--- config.mk ---
export PLATFORM = sky130hd
export DESIGN_NAME = conv_ctrl
export DESIGN_NICKNAME = d
export VERILOG_FILES = /design/src/verilog/conv_ctrl_pkg.sv /design/src/verilog/conv_ctrl.sv /design/src/verilog/cycle_timer.sv
export VERILOG_INCLUDE_DIRS = /design/src /design/src/verilog
export SDC_FILE = /design/constraint.sdc
export NUM_CORES = 1
export LEC_CHECK = 0
export BUFFER_PORTS_ARGS = -buffer_cell sky130_fd_sc_hd__buf_2
export CAP_MARGIN = 20
export CORE_MARGIN = 1
export CORE_UTILIZATION = 53
export DETAILED_ROUTE_END_ITERATION = 12
export GPL_ROUTABILITY_DRIVEN = 0
export PLACE_DENSITY = 0.83
export SLEW_MARGIN = 20
export SYNTH_ARGS = -nofsm -noshare
export SYNTH_HDL_FRONTEND = slang
export SYNTH_SLANG_ARGS = --single-unit
export TNS_END_PERCENT = 30
--- constraint.sdc ---
create_clock -name clk -period 4.3 [get_ports clk]
set_clock_uncertainty 0.2 [all_clocks]
set_input_delay 0.215 -clock clk [delete_from_list [all_inputs] [get_ports clk]]
set_output_delay 0.215 -clock clk [all_outputs]
set_load 0.1 [all_outputs]
--- src/verilog/conv_ctrl_cfg.svh ---
`ifndef CONV_CTRL_CFG_SVH
`define CONV_CTRL_CFG_SVH

// acquisition time in ns and its cycle count at 20 MHz (least time, rounded up)
`define ACQ_TIME_NS 1000
`define CLK_PERIOD_NS 50
`define ACQ_CYCLES ((`ACQ_TIME_NS + `CLK_PERIOD_NS - 1) / `CLK_PERIOD_NS)
// conversion time in ns and its cycle count
`define CONV_TIME_NS 1500
`define CONV_CYCLES ((`CONV_TIME_NS + `CLK_PERIOD_NS - 1) / `CLK_PERIOD_NS)
`define CNT_W 8
`define DATA_W 16
`define SER_PINS 8
`define RESULT_RST 16'h0000

`endif

--- src/verilog/conv_ctrl_pkg.sv ---
`default_nettype none
package conv_ctrl_pkg;
    typedef enum logic [1:0] {
        ST_ACQ = 2'b00,
        ST_WAIT = 2'b01,
        ST_CONV = 2'b11
    } conv_state_t;
endpackage
`default_nettype wire

--- src/verilog/conv_ctrl.sv ---
// Operation
// - busy rises at conversion start, falls once result sits in result register
// - output bus enabled only while chip select and read both low
// - external serial clock accepted only while chip select low
// - reset input high resets device and abandons any running conversion
// - power-down high blocks new conversions but finishes the current one
// - start high at acquisition end: wait, convert on its next falling edge
// - start already low at acquisition end: convert immediately
// - port format select low gives parallel bus, high gives serial pins
`timescale 1ns/1ns
`default_nettype none
`include "conv_ctrl_cfg.svh"

module conv_ctrl (
    // clock and reset
    input wire logic clk,
    input wire logic nrst,
    // host control pins
    input wire logic convert_start_n,
    input wire logic chip_select_n,
    input wire logic read_n,
    input wire logic reset_in,
    input wire logic power_down_in,
    input wire logic port_format_select,
    input wire logic ext_sclk,
    // converter core
    input wire logic [`DATA_W-1:0] core_result,
    // status and bus control
    output logic busy,
    output logic low_power,
    output logic parallel_oe,
    output logic serial_oe,
    output logic sclk_gated,
    output logic [`DATA_W-1:0] result
);
    import conv_ctrl_pkg::*;

    // ------------------------------------------------------------
    // conversion sequencer
    // ------------------------------------------------------------
    conv_state_t state_reg;
    conv_state_t state_next;
    logic start_d_reg;
    logic start_d_next;
    logic busy_reg;
    logic busy_next;
    logic [`DATA_W-1:0] result_reg;
    logic [`DATA_W-1:0] result_next;
    logic timer_load;
    logic timer_done;
    logic [`CNT_W-1:0] timer_value;
    logic start_fall;
    logic boot_reg;
    logic boot_next;
    logic acq_kick;

    assign start_fall = start_d_reg & ~convert_start_n;

    cycle_timer u_timer (
        .clk(clk),
        .nrst(nrst),
        .load(timer_load),
        .clear(reset_in),
        .load_value(timer_value),
        .done(timer_done)
    );

    always_comb begin
        state_next = state_reg;
        busy_next = busy_reg;
        result_next = result_reg;
        start_d_next = convert_start_n;
        timer_load = 1'b0;
        timer_value = `CNT_W'(`CONV_CYCLES);
        if (reset_in) begin
            // abandoned conversion leaves the old result untouched
            state_next = ST_ACQ;
            busy_next = 1'b0;
            timer_load = 1'b0;
        end else if (acq_kick) begin
            // acquisition is timed afresh, so a start right after reset is too early
            timer_load = 1'b1;
            timer_value = `CNT_W'(`ACQ_CYCLES);
        end else begin
            unique case (state_reg)
                ST_ACQ: begin
                    if (timer_done) begin
                        if (!convert_start_n && !power_down_in) begin
                            state_next = ST_CONV;
                            busy_next = 1'b1;
                            timer_load = 1'b1;
                        end else begin
                            state_next = ST_WAIT;
                        end
                    end
                end
                ST_WAIT: begin
                    // a held-low start does not count once waiting; only an edge starts
                    if (start_fall && !power_down_in) begin
                        state_next = ST_CONV;
                        busy_next = 1'b1;
                        timer_load = 1'b1;
                    end
                end
                ST_CONV: begin
                    // power-down is not looked at here, so a running conversion completes
                    if (timer_done) begin
                        result_next = core_result;
                        busy_next = 1'b0;
                        state_next = ST_ACQ;
                        timer_load = 1'b1;
                        timer_value = `CNT_W'(`ACQ_CYCLES);
                    end
                end
                default: begin
                    state_next = ST_ACQ;
                    busy_next = 1'b0;
                end
            endcase
        end
    end

    // acquisition timer is started at reset release by the first-cycle flag
    always_comb begin
        boot_next = 1'b0;
        if (reset_in) begin
            boot_next = 1'b1;
        end
    end

    assign acq_kick = boot_reg & ~reset_in;

    always_ff @(posedge clk or negedge nrst) begin
        if (!nrst) begin
            state_reg <= ST_ACQ;
            busy_reg <= 1'b0;
            result_reg <= `RESULT_RST;
            start_d_reg <= 1'b1;
            boot_reg <= 1'b1;
        end else begin
            state_reg <= state_next;
            busy_reg <= busy_next;
            result_reg <= result_next;
            start_d_reg <= start_d_next;
            boot_reg <= boot_next;
        end
    end

    // busy length is counted only so that the checks below can measure it
    logic [`CNT_W-1:0] busy_len_reg;
    logic [`CNT_W-1:0] busy_len_next;
    always_comb begin
        busy_len_next = '0;
        if (busy_reg) begin
            busy_len_next = busy_len_reg + `CNT_W'(1);
        end
    end
    always_ff @(posedge clk or negedge nrst) begin
        if (!nrst) begin
            busy_len_reg <= '0;
        end else begin
            busy_len_reg <= busy_len_next;
        end
    end

    // ------------------------------------------------------------
    // output bus and serial clock gating
    // ------------------------------------------------------------
    logic bus_enable;
    assign bus_enable = ~chip_select_n & ~read_n;
    assign parallel_oe = bus_enable & ~port_format_select;
    assign serial_oe = bus_enable & port_format_select;
    assign sclk_gated = ext_sclk & ~chip_select_n & port_format_select;
    assign busy = busy_reg;
    assign low_power = power_down_in & ~busy_reg;
    assign result = result_reg;

    // ------------------------------------------------------------
    // checks
    // ------------------------------------------------------------
    property p_busy_rise_on_start;
        @(posedge clk) disable iff (!nrst)
        ($past(state_reg) != ST_CONV) && (state_reg == ST_CONV) |-> busy;
    endproperty
    a_busy_rise_on_start: assert property (p_busy_rise_on_start) else $error("busy low at start");

    property p_busy_len;
        @(posedge clk) disable iff (!nrst)
        $rose(busy) && !reset_in |-> busy [*2];
    endproperty
    a_busy_len: assert property (p_busy_len) else $error("busy too short");

    property p_busy_width;
        @(posedge clk) disable iff (!nrst)
        $fell(busy) && !$past(reset_in) |-> busy_len_reg == `CNT_W'(`CONV_CYCLES);
    endproperty
    a_busy_width: assert property (p_busy_width) else $error("busy width wrong");

    property p_boot_acq;
        @(posedge clk) disable iff (!nrst)
        acq_kick |=> state_reg == ST_ACQ && !busy && !timer_done;
    endproperty
    a_boot_acq: assert property (p_boot_acq) else $error("no acquisition after reset");

    property p_bus_enable;
        @(posedge clk) disable iff (!nrst)
        (parallel_oe || serial_oe) |-> (!chip_select_n && !read_n);
    endproperty
    a_bus_enable: assert property (p_bus_enable) else $error("bus enabled without cs and rd");

    property p_sclk_gate;
        @(posedge clk) disable iff (!nrst)
        chip_select_n |-> !sclk_gated;
    endproperty
    a_sclk_gate: assert property (p_sclk_gate) else $error("sclk passed with cs high");

    property p_reset_abort;
        @(posedge clk) disable iff (!nrst)
        reset_in |=> !busy && $stable(result);
    endproperty
    a_reset_abort: assert property (p_reset_abort) else $error("reset did not abort");

    property p_pd_no_start;
        @(posedge clk) disable iff (!nrst)
        power_down_in && !busy |=> !busy;
    endproperty
    a_pd_no_start: assert property (p_pd_no_start) else $error("start during power-down");

    property p_edge_start;
        @(posedge clk) disable iff (!nrst)
        state_reg == ST_WAIT && start_fall && !power_down_in && !reset_in |=> busy;
    endproperty
    a_edge_start: assert property (p_edge_start) else $error("edge start missed");

    property p_wait_hold;
        @(posedge clk) disable iff (!nrst)
        state_reg == ST_WAIT && !start_fall |=> !busy;
    endproperty
    a_wait_hold: assert property (p_wait_hold) else $error("start without edge");

    property p_format;
        @(posedge clk) disable iff (!nrst)
        !(parallel_oe && serial_oe);
    endproperty
    a_format: assert property (p_format) else $error("both ports enabled");

    c_conv: cover property (@(posedge clk) disable iff (!nrst) $fell(busy));
    c_wait: cover property (@(posedge clk) disable iff (!nrst) state_reg == ST_WAIT ##1 busy);
    c_abort: cover property (@(posedge clk) disable iff (!nrst) busy ##1 reset_in);
endmodule
`default_nettype wire

--- src/verilog/cycle_timer.sv ---
`timescale 1ns/1ns
`default_nettype none
`include "conv_ctrl_cfg.svh"

module cycle_timer (
    // clock and reset
    input wire logic clk,
    input wire logic nrst,
    // control
    input wire logic load,
    input wire logic clear,
    input wire logic [`CNT_W-1:0] load_value,
    // status
    output logic done
);
    logic [`CNT_W-1:0] count_reg;
    logic [`CNT_W-1:0] count_next;

    always_comb begin
        count_next = count_reg;
        if (clear) begin
            count_next = '0;
        end else if (load) begin
            count_next = load_value;
        end else if (count_reg != '0) begin
            count_next = count_reg - 8'h01;
        end
    end

    always_ff @(posedge clk or negedge nrst) begin
        if (!nrst) begin
            count_reg <= '0;
        end else begin
            count_reg <= count_next;
        end
    end

    assign done = (count_reg == 8'h01);
endmodule
`default_nettype wire
# --- Word level (Yosys, flattened, before mapping) ---
# Index checks and enable logic that the tools add are counted.
classes:
  add_sub_neg: 1
  n_eq_ne: 8
  muxes: 28
  bitwise: 15
  n_reduce_logical: 10
op_table:
  columns: ["cell", "n"]
  rows:
  - ["2-to-1 mux 8 bit", 3]
  - ["2-to-1 mux 1 bit", 13]
  - ["2-to-1 mux 2 bit", 6]
  - ["2-to-1 mux 4 bit", 3]
  - ["inequality test 3 bit (second input constant)", 4]
  - ["AND 1 bit", 8]
  - ["equality test 8 x 1 -> 1 bit (second input constant)", 1]
  - ["AND reduction 4 bit", 2]
  - ["nonzero test 8 bit", 1]
  - ["subtractor 8 x 1 -> 8 bit (second input constant)", 1]
  - ["inverter 1 bit", 7]
  - ["case mux 1 bit (3 select lines)", 2]
  - ["case mux 2 bit (3 select lines)", 1]
  - ["AND reduction 5 bit", 1]
  - ["nonzero test 3 bit", 1]
  - ["equality test 2 x 1 -> 1 bit (second input constant)", 1]
  - ["equality test 2 bit (second input constant)", 1]
  - ["logical AND 1 bit", 2]
  - ["zero test 1 bit", 2]
  - ["zero test 2 bit", 1]
  - ["inequality test 2 bit (second input constant)", 1]
totals:
  register_bits: 29
  input_bits: 25

# --- Logic depth before layout (Yosys ltp) ---
depth:
  depth_word: 9
  depth_mapped: 7

# --- By module ---
# Synthesis repeated with hierarchy kept, for this count alone.
hier_totals:
  hier_cells: 126
  area_unflattened_um2: 1529.0
modules_own_cells:
  columns: ["mod", "n_inst", "cells_per_inst", "area_per_inst_um2", "seq_area_each_um2"]
  rows:
  - ["conv_ctrl", 1, 64, 925.9, 528.0]
  - ["cycle_timer", 1, 62, 603.1, 200.2]

# --- Worst setup path after synthesis ---
# No wires, ideal clock.
synth_timing:
  kind: "input to output"
  from: "input port chip_select_n"
  to: "output port serial_oe"
  arrival_ns: 2.427
  t_required_ns: 3.885
  slack_ns: 1.458
  cell_stages: 1
  cell_sequence: "nor3b_1"
synth_via:
  elab_chain_cells: 3
synth_rtl:
  columns: ["element", "line", "text"]
  rows:
  - ["from (decl)", "conv_ctrl.sv:20", "input wire logic chip_select_n,"]
  - ["inverter 1 bit", "conv_ctrl.sv:170", "assign bus_enable = ~chip_select_n & ~read_n;"]
  - ["AND 1 bit", "conv_ctrl.sv:170", null]
  - ["AND 1 bit", "conv_ctrl.sv:172", "assign serial_oe = bus_enable & port_format_select;"]
  - ["to (decl)", "conv_ctrl.sv:32", "output logic serial_oe,"]
# No other way between the ends.

# --- Worst setup path after layout ---
layout_timing:
  from: "register u_timer.count_reg[1]"
  to: "register state_reg[1]"
layout_via:
  elab_chain_cells: 3
layout_rtl:
  columns: ["element", "line", "text"]
  rows:
  - ["from (decl)", "cycle_timer.sv:16", "logic [`CNT_W-1:0] count_reg;"]
  - ["from (signal assigned)", "cycle_timer.sv:34", "count_reg <= count_next;"]
  - ["equality test 8 x 1 -> 1 bit (*)", "cycle_timer.sv:38", "assign done = (count_reg == 8'h01);"]
  - ["inequality test 3 bit (no line)", null, null]
  - ["AND reduction 4 bit (no line) (*)", null, null]
  - ["to (signal assigned)", "conv_ctrl.sv:141", "state_reg <= state_next;"]
  - ["to (decl)", "conv_ctrl.sv:41", "conv_state_t state_reg;"]
# Mark *: on every way between the ends. The rest lies on a longest branch, timed or not.
# A chain may end at the register's enable or synchronous reset.

==> impl_metrics.csv <==
group,metric,value,unit
clocking,cts_tree,"yes",
layout,fin_util,76.48,%
die,core_area,0.002500,mm^2
flow_run,cap_violations,0,
global_routing,antenna_found_initial,0,
global_routing,grt_overflow,0,
logic_synthesis,yosysTopAreaCellShare,47.41,%
clocking,ctsLongestPathBuffers,2,
global_routing,track_usage,27.88,%
global_routing,grt_pass1_wl,5340,um
power_and_ir_drop,seq_power_share,32.1,%
clocking,cts_root_buf,"clkbuf_4",
power_and_ir_drop,p_comb_share,56.9,%
timing,finalSetupViolations,0,
timing,tightest_slew,0.6190,ns
power_and_ir_drop,switchingPower,713.6,uW
logic_synthesis,synth_edf_count,0,
layout,area_growth,34.15,%
detailed_routing,wl_per_cell,16.21,um
global_routing,grt_pass1_vias,1148,
die,rows,18,
setup_path,critical_path_arrival,2.22,ns
logic_synthesis,yosysTopAreaCell,"dfrtp_1",
detailed_routing,via_per_inst,5.545,
setup_path,crit_fanout,4,
detailed_routing,finalWirelength,3453,um
clocking,clk_latency,0.32,ns
timing,rsz0062_at_grt,"no",
die,start_util,57.01,%
timing,fin_tns_setup,0,ns
setup_path,cp_num_buf_inv,1,
layout,ff_latch_area,728.2,um^2
power_and_ir_drop,leakage,0.001008,uW
place,place_area,0.001673,mm^2
layout,antenna-diode-count,0,
logic_synthesis,ys_types,39,
global_routing,grt-busiest-layer,"met2",
setup_path,cp_slowest_cell,"dfrtp_1",
clocking,cts_resized,0,
detailed_routing,drc,0,
setup_path,crit_chain,"inv_1 -> ha_1 -> nor3b_1 -> nand3b_1 -> a21oi_1 -> mux2_2",
logic_synthesis,synth_warnings,0,
timing,finalMaxSlewViolations,0,
layout,multi_input_area,670.6,um^2
global_routing,grt_max_degree,30,
timing,hold_viol,0,
setup_path,critPathLaunchType,"flop",
logic_synthesis,netlist_area,0.001425,mm^2
die,die_area,0.002900,mm^2
logic_synthesis,yosys-top-cells-count,"dfrtp_1, mux2_4, nor2_1",
power_and_ir_drop,power_density,714.8,mW/mm^2
clocking,cts.sinks,29,
layout,stdcell_count,213,
status,outcome,"finished clean",
die,io_pins,46,
timing,period_share,51.57,%
logic_synthesis,async_flop_share,100.0,%
logic_synthesis,ys_seq_elements,29,
timing,period_needed,2.217,ns
detailed_routing,firstDrtPassIters,7,
layout,drive_gt1_share,40.44,%
detailed_routing,first_iter_violations,24,
power_and_ir_drop,swShare,52.21,%
clocking,ctsHtreeMaxLevel,2,
global_routing,grtUsageMet3,8.475,%
detailed_routing,drtAntennaViolNets,0,
logic_synthesis,ys.flop_type,"dfrtp_1",
clocking,cts_buffers,5,
place,io_buffers,45,
setup_path,end_kind,"flop",
power_and_ir_drop,clockPowerShare,11.0,%
timing,fmax,0.4510,GHz
place,hpwl,2096,um
logic_synthesis,yosysMostFrequentCell,"dfrtp_1",
setup_path,path_class,"flop to flop",
hold_path,hold_path.class,"input port to async pin",
layout,nets,209,
die,die_h,53.86,um
global_routing,met2_usage,46.71,%
place,placed_cells,186,
detailed_routing,via_count,1181,
setup_path,cpPeakStageDelay,0.41,ns
setup_path,cp_data_required_time,4.30,ns
logic_synthesis,synth_area_leaders,"dfrtp_1, mux2_4, dfstp_2",
logic_synthesis,syn_nets,140,
setup_path,crit_family,"simple AND/OR/NAND/NOR gates",
layout,largest_register_ffs,16,
global_routing,use_met1,31.79,%
logic_synthesis,syn_avg_cell_area,12.61,um^2
die,die_width,53.86,um
clocking,path_clk_slew,0.08,ns
logic_synthesis,syn_inst,113,
timing,relSlewSlack,58.73,%
logic_synthesis,yosysSeqAreaShare,51.10,%
power_and_ir_drop,p_int,653.1,uW
layout,fillers,140,
power_and_ir_drop,peakVddDrop,0.6335,mV
layout,final_cell_area,0.001912,mm^2
## cell families after synthesis
| logic type | synth area share, % |
|---|---|
| XOR/XNOR | 2.459 |
| multiplexers | 17.47 |
| flip-flops | 51.10 |
| AND/OR/NAND/NOR | 15.89 |
| AO/OA/AOI/OAI | 9.481 |
| buffers and inverters | 1.843 |
| adder cells (fa/ha/maj) | 1.756 |
## timing repair
action	4_1_cts	5_1_grt
buffers inserted	0	0
hold buffers	19	0
endpoints found under the hold margin	49	0
## power groups by stage
stage | Combinational, uW | Sequential [uW] | Clock (uW)
2_1_floorplan | 324 | 733 | 0
3_3_place_gp | 740 | 428 | 0
3_5_place_dp | 755 | 437 | 0
4_1_cts | 771 | 433 | 154
5_1_grt | 815 | 450 | 171
6_report | 777 | 438 | 151
## metrics by stage
stage	hold slack [ns]	setup WS [ns]	power [uW]
2_1_floorplan	-0.2806	1.458	1057
3_3_place_gp	0.05329	2.229	1167
3_5_place_dp	0.06361	2.150	1193
4_1_cts	0.2146	2.128	1359
5_1_grt	0.2721	2.005	1435
6_report	0.2389	2.083	1367
## per-layer routing
metal  vias to the layer above  share of wire [%]
met2                        50                 54
met5                         -                  0
li1                        547                  -
met1                       571                 38
met4                         0                2.5
met3                        13                5.4
## worst register-to-register path: cells and delay by family, from the launching register on
family,cells,cell delay (ns)
adder cells (fa/ha/maj),1,0.14
AND/OR/NAND/NOR,2,0.56
multiplexers,1,0.38
AO/OA/AOI/OAI,1,0.32
buffers and inverters,1,0.09
flip-flops,1,0.41
## layout by cell type (no fill, tap or decap), drive strengths merged
master,instances
a31oi,1
o21ai,1
a211oi,2
inv,3
o211ai,2
dlygate4sd3,19
nand3b,2
dfrtp,27
nor2,9
a311oi,1
o31a,1
mux2,17
nor3,3
a21oi,7
mux2i,2
xnor2,3
or4,2
o2111ai,1
or3b,1
nor3b,2
or2,3
buf,45
ha,2
and2,2
clkbuf,8
nor4,2
a211o,1
nor2b,5
dfstp,2
nand2,3
and3,1
xor2,1
a2bb2oi,1
a2111oi,1
## cell type report
type,count,share of cell area (%)
tap,30,1.963
inverter,3,0.5890
multi-input combinational,79,35.08
timing repair buffer,64,21.73
sequential,29,38.09
clock buffer,8,2.552
## final timing paths
| check | endpoint | startpoint | slack, ns | cells after the start |
|---|---|---|---|---|
| worst max-delay path | state_reg[1] | u_timer.count_reg[1] | 2.08 | 6 |
| worst min-delay path | u_timer.count_reg[2] | nrst | 0.24 | 2 |
| worst max register to register | state_reg[1] | u_timer.count_reg[1] | 2.08 | 6 |
| worst min register to register | result[4] | result[4] | 0.30 | 1 |
| max in group asynchronous | state_reg[0] | nrst | 3.26 | 2 |
| min in group clk | busy | power_down_in | 0.28 | 5 |
(Power assumes the default switching activity.)
